$ cat config.mk
export PLATFORM = sky130hd
export DESIGN_NAME = pss_top
export DESIGN_NICKNAME = d
export VERILOG_FILES = /design/src/pss_pkg.sv /design/src/pss_ser_if.sv /design/src/pss_serial_rx.sv /design/src/pss_top.sv
export VERILOG_INCLUDE_DIRS = /design/src /design/src/src
export SDC_FILE = /design/constraint.sdc
export NUM_CORES = 1
export LEC_CHECK = 0
export ABC_AREA = 0
export BUFFER_PORTS_ARGS = -buffer_cell sky130_fd_sc_hd__clkbuf_2
export CAP_MARGIN = 25
export CORE_MARGIN = 2
export CORE_UTILIZATION = 50
export CTS_CLUSTER_DIAMETER = 150
export DETAILED_ROUTE_END_ITERATION = 10
export PLACE_DENSITY = 0.85
export SLEW_MARGIN = 40
export SYNTH_ARGS = -nofsm -noshare
export SYNTH_HDL_FRONTEND = slang
export SYNTH_SLANG_ARGS = --single-unit
$ cat constraint.sdc
create_clock -name hclk -period 1.8 [get_ports hclk]
set_input_delay 0.09 -clock hclk [delete_from_list [all_inputs] [get_ports hclk]]
set_output_delay 0.09 -clock hclk [all_outputs]
set_load 0.01 [all_outputs]
$ cat src/pss_params.svh
// constants of the card slot power switch control block: offsets, field positions, reset values
// assumes inclusion by bare name from the package and the design modules
`ifndef PSS_PARAMS_SVH
`define PSS_PARAMS_SVH

`define PSS_WORD_W 11
`define PSS_SD_BIT 8
`define PSS_CH_N 4
`define PSS_SEL_W 2
`define PSS_SEL_OFF 2'h0
`define PSS_SEL_HV 2'h3

`define PSS_NSYNC 9
`define PSS_PIN_RST 0
`define PSS_PIN_SHUTDOWN_N_PIN 1
`define PSS_PIN_HOT 2
`define PSS_PIN_SAFE 3
`define PSS_PIN_HV 4
`define PSS_PIN_OC 5

`define PSS_SER_DATA 0
`define PSS_SER_CLK 1
`define PSS_SER_LATCH 2

`define PSS_OFF_WORD 8'h00
`define PSS_OFF_SHIFT 8'h04
`define PSS_OFF_STATE 8'h08
`define PSS_OFF_IRQ_STATUS 8'h0c
`define PSS_OFF_IRQ_CLEAR 8'h10
`define PSS_OFF_IRQ_ENABLE 8'h14
`define PSS_OFF_CTRL 8'h18

`define PSS_NIRQ 4
`define PSS_IRQ_LATCHED 0
`define PSS_IRQ_FAULT 1
`define PSS_IRQ_HOT 2
`define PSS_IRQ_IGNORED 3

`define PSS_RST_WORD 11'h000
`define PSS_RST_IRQ_EN 4'h0
`define PSS_RST_CTRL_SD 1'b0

`endif

$ cat src/pss_pkg.sv
// types of the card slot power switch control block
// assumes the params header is on the include path
`include "pss_params.svh"

package pss_pkg;

  typedef enum logic [1:0] {
    PSS_ST_GND = 2'b01,
    PSS_ST_RUN = 2'b10
  } pss_state_t;

  typedef struct packed {
    logic [2:0] s1;
    logic [2:0] s2;
    logic clk_d;
    logic latch_d;
    logic [`PSS_WORD_W-1:0] sr;
    logic lp;
  } pss_rx_t;

  typedef struct packed {
    logic [`PSS_NSYNC-1:0] s1;
    logic [`PSS_NSYNC-1:0] s2;
    pss_state_t st;
    logic [`PSS_WORD_W-1:0] word;
    logic ot;
    logic fault_d;
    logic ctrl_sd;
    logic [`PSS_NIRQ-1:0] irq_st;
    logic [`PSS_NIRQ-1:0] irq_en;
    logic irq;
    logic ph_act;
    logic ph_wr;
    logic ph_map;
    logic [7:0] ph_addr;
    logic [31:0] rdata;
    logic [`PSS_CH_N*`PSS_SEL_W-1:0] o_sel;
    logic [`PSS_CH_N-1:0] o_dis;
    logic [`PSS_CH_N-1:0] o_gnd;
    logic o_hiz;
    logic [1:0] o_hv;
    logic o_fault_n;
  } pss_core_t;

endpackage

$ cat src/pss_ser_if.sv
// carrier between the serial receiver and the control core
// assumes both ends run on hclk
`timescale 1ns/10ps
`default_nettype none
`include "pss_params.svh"

interface pss_ser_if;
  logic [`PSS_WORD_W-1:0] shift_word;
  logic latch_pulse;
  modport rx (output shift_word, output latch_pulse);
  modport core (input shift_word, input latch_pulse);
endinterface

`default_nettype wire

$ cat src/pss_serial_rx.sv
// three-wire serial receiver: synchronises data, clock and latch pins, shifts on clock rise
// assumes the serial clock is much slower than hclk (at least four hclk periods per level)
`timescale 1ns/10ps
`default_nettype none
`include "pss_params.svh"

module pss_serial_rx (
  input wire logic hclk,
  input wire logic hresetn,
  input wire logic ser_data,
  input wire logic ser_clk,
  input wire logic ser_latch,
  pss_ser_if.rx ser
);

  pss_pkg::pss_rx_t q;
  pss_pkg::pss_rx_t n;
  logic clk_rise;

  // data and clock share the same sync depth, so data is seen as it stood at the clock edge
  assign clk_rise = q.s2[`PSS_SER_CLK] & ~q.clk_d;

  always_comb begin
    n = q;
    n.s1 = {ser_latch, ser_clk, ser_data};
    n.s2 = q.s1;
    n.clk_d = q.s2[`PSS_SER_CLK];
    n.latch_d = q.s2[`PSS_SER_LATCH];
    if (clk_rise) begin
      n.sr = {q.s2[`PSS_SER_DATA], q.sr[`PSS_WORD_W-1:1]};
    end
    n.lp = q.s2[`PSS_SER_LATCH] & ~q.latch_d;
  end

  always_ff @(posedge hclk or negedge hresetn) begin
    if (!hresetn) begin
      q <= '0;
    end else begin
      q <= n;
    end
  end

  assign ser.shift_word = q.sr;
  assign ser.latch_pulse = q.lp;
endmodule

`default_nettype wire

$ cat src/pss_top.sv
// card slot power switch control: serial control word, reset, shutdown, fault flag, AHB-Lite registers
// assumes a single AHB-Lite master, slow asynchronous slot pins, and analog status inputs with hysteresis
`timescale 1ns/10ps
`default_nettype none
`include "pss_params.svh"

module pss_top (
  input wire logic hclk,
  input wire logic hresetn,
  input wire logic hsel,
  input wire logic [31:0] haddr,
  input wire logic [1:0] htrans,
  input wire logic hwrite,
  input wire logic [2:0] hsize,
  input wire logic [31:0] hwdata,
  input wire logic hready,
  output logic [31:0] hrdata,
  output logic hreadyout,
  output logic hresp,
  input wire logic ser_data,
  input wire logic ser_clk,
  input wire logic ser_latch,
  input wire logic reset_n_pin,
  input wire logic shutdown_n_pin,
  input wire logic temp_hot,
  input wire logic temp_safe,
  input wire logic hv_supply_present,
  input wire logic [`PSS_CH_N-1:0] overcurrent,
  output logic [3:0] slot_card_supply_out,
  output logic [3:0] slot_program_supply_out,
  output logic [1:0] slot_card_supply_dis,
  output logic [1:0] slot_program_supply_dis,
  output logic ground_switch_a,
  output logic ground_switch_b,
  output logic ground_switch_c,
  output logic ground_switch_d,
  output logic supply_hiz,
  output logic [1:0] gate_drive_from_hv,
  output logic fault_flag_n,
  output logic irq
);

  localparam pss_pkg::pss_core_t RST_Q = '{
    s1: '0,
    s2: '0,
    st: pss_pkg::PSS_ST_GND,
    word: `PSS_RST_WORD,
    ot: 1'b0,
    fault_d: 1'b0,
    ctrl_sd: `PSS_RST_CTRL_SD,
    irq_st: '0,
    irq_en: `PSS_RST_IRQ_EN,
    irq: 1'b0,
    ph_act: 1'b0,
    ph_wr: 1'b0,
    ph_map: 1'b0,
    ph_addr: 8'h00,
    rdata: 32'h0000_0000,
    o_sel: '0,
    o_dis: '0,
    o_gnd: '1,
    o_hiz: 1'b0,
    o_hv: 2'h0,
    o_fault_n: 1'b1
  };

  pss_ser_if ser ();

  pss_serial_rx u_rx (
    .hclk(hclk),
    .hresetn(hresetn),
    .ser_data(ser_data),
    .ser_clk(ser_clk),
    .ser_latch(ser_latch),
    .ser(ser.rx)
  );

  pss_pkg::pss_core_t q;
  pss_pkg::pss_core_t n;

  logic rst_s;
  logic shutdown_n_pin_s;
  logic hot_s;
  logic safe_s;
  logic hv_s;
  logic [`PSS_CH_N-1:0] oc_s;
  logic run;
  logic sd;
  logic take;
  logic ignored;
  logic fault;
  logic addr_valid;
  logic [`PSS_CH_N-1:0] ch_on;
  logic [`PSS_CH_N-1:0] ch_hv;
  logic [`PSS_CH_N*`PSS_SEL_W-1:0] ch_sel;
  logic [`PSS_NIRQ-1:0] ev;
  logic [`PSS_NIRQ-1:0] clr;

  // only the second sync stage is read by logic
  assign rst_s = q.s2[`PSS_PIN_RST];
  assign shutdown_n_pin_s = q.s2[`PSS_PIN_SHUTDOWN_N_PIN];
  assign hot_s = q.s2[`PSS_PIN_HOT];
  assign safe_s = q.s2[`PSS_PIN_SAFE];
  assign hv_s = q.s2[`PSS_PIN_HV];
  assign oc_s = q.s2[`PSS_PIN_OC +: `PSS_CH_N];

  assign run = (q.st == pss_pkg::PSS_ST_RUN);
  assign sd = !shutdown_n_pin_s || q.word[`PSS_SD_BIT] || q.ctrl_sd;
  assign take = ser.latch_pulse && rst_s;
  assign ignored = ser.latch_pulse && !rst_s;
  assign fault = (|oc_s) || q.ot;
  assign addr_valid = hsel && hready && htrans[1];

  // channel order: card A, program A, card B, program B; two select bits each
  genvar gi;
  generate
    for (gi = 0; gi < `PSS_CH_N; gi = gi + 1) begin : g_ch
      assign ch_sel[gi*`PSS_SEL_W +: `PSS_SEL_W] = q.word[gi*`PSS_SEL_W +: `PSS_SEL_W];
      assign ch_on[gi] = run && !sd && !q.ot && (ch_sel[gi*`PSS_SEL_W +: `PSS_SEL_W] != `PSS_SEL_OFF);
      // only program channels (odd) can take gate drive from the high-voltage supply
      assign ch_hv[gi] = (gi % 2 == 1) && ch_on[gi] && hv_s &&
                         (ch_sel[gi*`PSS_SEL_W +: `PSS_SEL_W] == `PSS_SEL_HV);
    end
  endgenerate

  always_comb begin
    n = q;
    ev = '0;
    clr = '0;
    n.s1 = {overcurrent, hv_supply_present, temp_safe, temp_hot, shutdown_n_pin, reset_n_pin};
    n.s2 = q.s1;

    // state and active word
    if (!rst_s) begin
      n.st = pss_pkg::PSS_ST_GND;
    end else if (take) begin
      n.st = pss_pkg::PSS_ST_RUN;
      n.word = ser.shift_word;
    end

    // hot sets, safe clears: two thresholds give the hysteresis
    if (hot_s) begin
      n.ot = 1'b1;
    end else if (safe_s) begin
      n.ot = 1'b0;
    end
    n.fault_d = fault;

    // switch outputs, registered one cycle behind the state
    for (int i = 0; i < `PSS_CH_N; i++) begin
      n.o_sel[i*`PSS_SEL_W +: `PSS_SEL_W] = ch_on[i] ? ch_sel[i*`PSS_SEL_W +: `PSS_SEL_W] : `PSS_SEL_OFF;
      n.o_dis[i] = run && !sd && !ch_on[i];
    end
    n.o_gnd = {`PSS_CH_N{!run}};
    n.o_hiz = run && sd;
    n.o_hv = {ch_hv[3], ch_hv[1]};
    n.o_fault_n = !fault;

    // bus address phase; read data is prepared here so that it stands in the data phase
    n.ph_act = addr_valid;
    n.ph_wr = hwrite && (hsize == 3'h2);
    n.ph_map = (haddr[31:8] == 24'h00_0000);
    n.ph_addr = haddr[7:0];
    n.rdata = 32'h0000_0000;
    if (addr_valid && !hwrite && haddr[31:8] == 24'h00_0000) begin
      case (haddr[7:0])
        `PSS_OFF_WORD: n.rdata = {21'h00_0000, q.word};
        `PSS_OFF_SHIFT: n.rdata = {21'h00_0000, ser.shift_word};
        `PSS_OFF_STATE: n.rdata = {26'h000_0000, rst_s, hv_s, q.ot, !q.o_fault_n, q.o_hiz, !run};
        `PSS_OFF_IRQ_STATUS: n.rdata = {28'h000_0000, q.irq_st};
        `PSS_OFF_IRQ_ENABLE: n.rdata = {28'h000_0000, q.irq_en};
        `PSS_OFF_CTRL: n.rdata = {31'h0000_0000, q.ctrl_sd};
        default: n.rdata = 32'h0000_0000;
      endcase
    end

    // bus data phase writes; unmapped and non-word writes are dropped
    if (q.ph_act && q.ph_wr && q.ph_map) begin
      case (q.ph_addr)
        `PSS_OFF_IRQ_CLEAR: clr = hwdata[`PSS_NIRQ-1:0];
        `PSS_OFF_IRQ_ENABLE: n.irq_en = hwdata[`PSS_NIRQ-1:0];
        `PSS_OFF_CTRL: n.ctrl_sd = hwdata[0];
        default: n.ctrl_sd = q.ctrl_sd;
      endcase
    end

    // an event in the same cycle as its clear stays set
    ev[`PSS_IRQ_LATCHED] = take;
    ev[`PSS_IRQ_FAULT] = fault && !q.fault_d;
    ev[`PSS_IRQ_HOT] = hot_s && !q.ot;
    ev[`PSS_IRQ_IGNORED] = ignored;
    n.irq_st = (q.irq_st & ~clr) | ev;
    n.irq = |(n.irq_st & n.irq_en);
  end

  always_ff @(posedge hclk or negedge hresetn) begin
    if (!hresetn) begin
      q <= RST_Q;
    end else begin
      q <= n;
    end
  end

  assign hrdata = q.rdata;
  assign hreadyout = 1'b1;
  assign hresp = 1'b0;
  assign slot_card_supply_out = {q.o_sel[5:4], q.o_sel[1:0]};
  assign slot_program_supply_out = {q.o_sel[7:6], q.o_sel[3:2]};
  assign slot_card_supply_dis = {q.o_dis[2], q.o_dis[0]};
  assign slot_program_supply_dis = {q.o_dis[3], q.o_dis[1]};
  assign ground_switch_a = q.o_gnd[0];
  assign ground_switch_b = q.o_gnd[1];
  assign ground_switch_c = q.o_gnd[2];
  assign ground_switch_d = q.o_gnd[3];
  assign supply_hiz = q.o_hiz;
  assign gate_drive_from_hv = q.o_hv;
  assign fault_flag_n = q.o_fault_n;
  assign irq = q.irq;
endmodule

`default_nettype wire

---- Word level (Yosys, flattened, before mapping) ----
Index checks and enable logic that the tools add are counted.
word-level totals
  register bits ........................... 123
  output and inout port bits .............. 55
operators by class
  equality and inequality tests ........... 13
  muxes and demuxes ....................... 14
  bitwise logic cells ..................... 8
  reductions and logical operators ........ 53
operators by type and width
  operator                                        number
  one-hot mux 11 bit (6 select lines)             1
  == test 8 x 5 -> 1 bit (second input constant)  5
  logical AND 1 bit                               26
  zero test 24 bit                                1
  == test 8 x 4 -> 1 bit (second input constant)  2
  two-way mux 4 bit                               4
  zero test 1 bit                                 13
  two-way mux 13 bit                              1
  two-way mux 11 bit                              1
  two-way mux 2 bit                               5
  nonzero test 2 bit                              5
  bitwise AND 4 bit                               2
  == test 8 x 3 -> 1 bit (second input constant)  1
  zero test 8 bit                                 1
  OR reduction 4 bit                              2
  == test 2 bit (second input constant)           3
  NOT 4 bit                                       1
  OR 4 bit                                        1
  AND reduction 2 bit                             2
  == test 3 x 2 -> 1 bit (second input constant)  1
  logical OR 1 bit                                3
  bitwise AND 1 bit                               2
  two-way mux 1 bit                               2
  != test 2 x 1 -> 1 bit (second input constant)  1
  NOT 1 bit                                       2

---- Logic depth before layout (Yosys ltp) ----
  depth after elaboration ................. 9
  gate-level depth with buffers ........... 5
  depth with buffers taken out ............ 5

---- Modules after synthesis ----
Synthesis repeated with hierarchy kept, for this count alone.
unflattened totals
  cell total of the unflattened synthesis .. 337
  area total of the unflattened synthesis .. 4309.1 µm²
modules (own cells, without submodules)
  module         times used  cells each  area each (µm²)
  pss_top        1           292         3533.4
  pss_serial_rx  1           45          775.7

---- Worst setup path after synthesis ----
Ideal clock, no wire load.
  path type ............................... flip-flop to flip-flop
  start ................................... reg q[57] (netlist bit)
  end ..................................... reg q (netlist bit irq)
  setup time .............................. 0.139 ns
  arrival ................................. 1.345 ns
  data required time ...................... 1.661 ns
  slack ................................... 0.317 ns
  cell stages (with the launch flop) ...... 6
  path buffers ............................ 0
  cells stage by stage .................... dfrtp_1 nor4b_4 nand4_2 mux2_2 o21ai_1 o2111ai_1
RTL lines
  item                    line            text
  start, declared         pss_top.sv:78   pss_pkg::pss_core_t q;
  start signal, assigned  pss_top.sv:200  q <= n;

==> run summary <==
min Tclk post-route - 1.75 ns
Routed WL - 7320 um
I/O Pins - 141
Worst Hold Class - in -> reg
Gate Count Post-Synth - 307
max-slew violations - 0
Post-synth ARST share - 100%
DP Wirelength - 5090 um
input/output buffers - 88
CP endpoint kind - register
R2R Path End - irq
initial antenna violation count - 0
WS Path Type - reg -> reg
post-route cell area - 4940 um^2
gp weighted congestion - 0.871
clock slew at reported path FFs - 0.10 ns
LEAKAGE - 0.00245 uW
Worst Slack Setup Final - 0.0462 ns
commonest non-fill, non-tap cell in the layout - dfrtp_1
Critical Path Start Type - register
CTS tree - yes
Clock Root Buffer - clkbuf_8
ys flop type - dfrtp_1
Die Ht - 94.7 um
Avg Inst Size Synth - 13.4 um^2
Pre-Repair DR Iteration Count - 4
GRT Total Usage - 17.6%
max-cap violations - 0
vias - 2,517
Die Width - 94.7 um
sequential-to-total area share from yosys stat - 62.1%
layout cells sized above 1 - 38.7%
Worst Hold End - q[55]
CP max FO - 4
vias per cell - 4.91
pre-CTS WS - 0.0414 ns
RSZ-0062 raised after global routing - true
Hold Path Depth - 1
num rows - 33
initial core utilization - 50.9%
reg2reg path depth - 5
clock sink count - 102
vias in the first global route - 2,563
Avg WL per Cell - 14.3 um
pwr dens - 989 nW/um^2
# nets final - 489
Worst R2R Start - q[57]
DIE AREA - 8970 um^2
switching share of total power - 26.4%
Clk Latency, worst-skew pair - 0.36 ns
warnings from Yosys - 0
final hold violations - 0
Final Power - 4890 uW
largest net degree at the start of global routing - 45
DRC - 0
Num CTS Buffers - 9
Post-synth EDFFs - 0
Comb pwr share - 12.8%
H-tree Lvls - 3
Highest Clock Rate - 570 MHz
Core Box Area - 8090 um^2
Cell Area, Placed - 4400 um^2
status - completed
Slew @ Worst Pin - 0.556 ns
worst vdd ir - 484 uV
FF+latch count, synth - 102
Yosys cell types - 43
Max clock buf depth - 2
final worst path period share - 97.4%
Reg power frac - 57.5%
first-pass GRT wire length - 11,700 um
WP data arrival - 1.96 ns
switching power - 1290 uW
Internal Pwr Total - 3590 uW
n_diodes - 0
commonest non-fill, non-tap cells in the layout - dfrtp_1, clkbuf_2, dlygate4sd3_1
clock share of power - 29.7%
Setup violations, final - 0
total gr overflow - 0
Starting DRT DRC Count - 96
Final Skew - 0.0125 ns
worst reg-to-reg setup slack - 0.05 ns
slew margin rel. - 62.9%
Netlist Area Pre-Place - 4120 um^2
post-route ant nets - 0
Worst EP required - 2.01 ns
hold_sp - haddr[3]
final setup TNS - 0 ns
synthesis-to-finish area growth - 20.0%
## power by group through the flow
| stage | Sequential [uW] | Combinational (uW) | Clock (uW) |
|---|---|---|---|
| floorplan | 2760 | 448 | 0 |
| global placement | 2840 | 549 | 0 |
| detailed placement | 2860 | 569 | 0 |
| CTS | 2810 | 624 | 1500 |
| global route | 2850 | 699 | 1610 |
| finish | 2810 | 624 | 1450 |
## repair_timing
action / 4_1_cts / 5_1_grt
pin swaps: 2 / 5
setup endpoints to repair: 1 / 1
gates resized for setup: 0 / 12
hold buffers: 29 / 0
setup buffers: 1 / 0
endpoints found under the hold margin: 65 / 0
## per-stage QoR
stage / hold slack, ns / std cells / util, %
after detailed placement: 0.115 / 467 / 54.3
after global placement: 0.102 / 467 / 54.3
after floorplan: -0.206 / 328 / -
after CTS: 0.0419 / 513 / 60.5
after global routing: 0.0710 / 513 / 61.0
final: 0.0623 / 513 / 61.0
## layer usage
layer | wire length [um] | vias to the layer above | track usage (%)
met3 | 489 | 20 | 4.07
met5 | 0 | - | 0
met4 | 275 | 0 | 10.5
li1 | - | 1158 | -
met2 | 3740 | 102 | 30.4
met1 | 2810 | 1237 | 19.8
## synthesized netlist by cell type, drive strengths merged, types with 2 or more instances
master | count | area share [%]
nor2b | 7 | 1.1
o2111ai | 2 | 0.43
nor4b | 2 | 1.2
conb | 2 | 0.18
nand3 | 3 | 0.36
dfrtp | 99 | 60
or4 | 2 | 0.36
clkbuf | 3 | 0.27
a21boi | 4 | 0.73
nand2 | 7 | 0.64
buf | 55 | 9.8
nor4 | 6 | 0.91
o21a | 5 | 0.91
nand2b | 2 | 0.49
mux2i | 9 | 2.2
or2 | 3 | 0.46
inv | 7 | 0.64
dfstp | 3 | 1.9
mux2 | 27 | 7.4
and2 | 9 | 1.4
mux4 | 3 | 1.6
nor2 | 18 | 1.7
a21oi | 6 | 0.73
a211oi | 2 | 0.36
nand4 | 3 | 0.61
o21ai | 4 | 0.49
nor3 | 2 | 0.24
and3 | 3 | 0.46
## state kept, by name, indices dropped and copies added, names as in the netlist
signal and count:
irq 1, hrdata 11, slot_program_supply_out 4, u_rx.q 3, n 9, u_rx.n 5, hot_s 1, ch_sel 8
hv_s 1, slot_card_supply_out 4, u_rx.ser.shift_word 11, supply_hiz 1, fault_flag_n 1, slot_program_supply_dis 2, slot_card_supply_dis 2, oc_s 4
gate_drive_from_hv 2, ground_switch_a 1, u_rx.ser.latch_pulse 1, q 30
## worst max-delay path: stages (launching register included)
cell and delay (ns):
dfrtp_1 0.41, nor4b_4 0.41, nand4_4 0.20, mux2_4 0.36, o21ai_4 0.06, o2111ai_2 0.17
## cell families (layout without fill, tap and decap cells)
kind of cell | count (synthesis) | count (layout) | synth area share, %
simple gates | 73 | 73 | 11.6
xor+xnor | 1 | 1 | 0.213
buf+inv | 65 | 145 | 10.7
other cells | 2 | 23 | 0.182
mux | 39 | 39 | 11.2
compound gates | 25 | 25 | 3.98
flops | 102 | 102 | 62.1
## cell type report
cell class,count,area (um^2)
flip-flops and latches,102,2560
clock inverters,7,80.1
clock buffers,9,124
fillers,617,3150
inverters,7,26.3
repair buffers,122,783
multi-input cells,161,1240
well taps,105,131
## worst max-delay path by stage
stage	end	cells after the start	slack, ns	start
floorplan	irq	5	0.32	q[57]
global placement	irq	5	0.16	q[57]
detailed placement	irq	5	0.04	q[57]
CTS	irq	5	0.004	q[58]
global route	irq	5	0.0009	q[57]
finish	irq	5	0.05	q[57]
No activity file was read; power rests on OpenSTA's default activity.
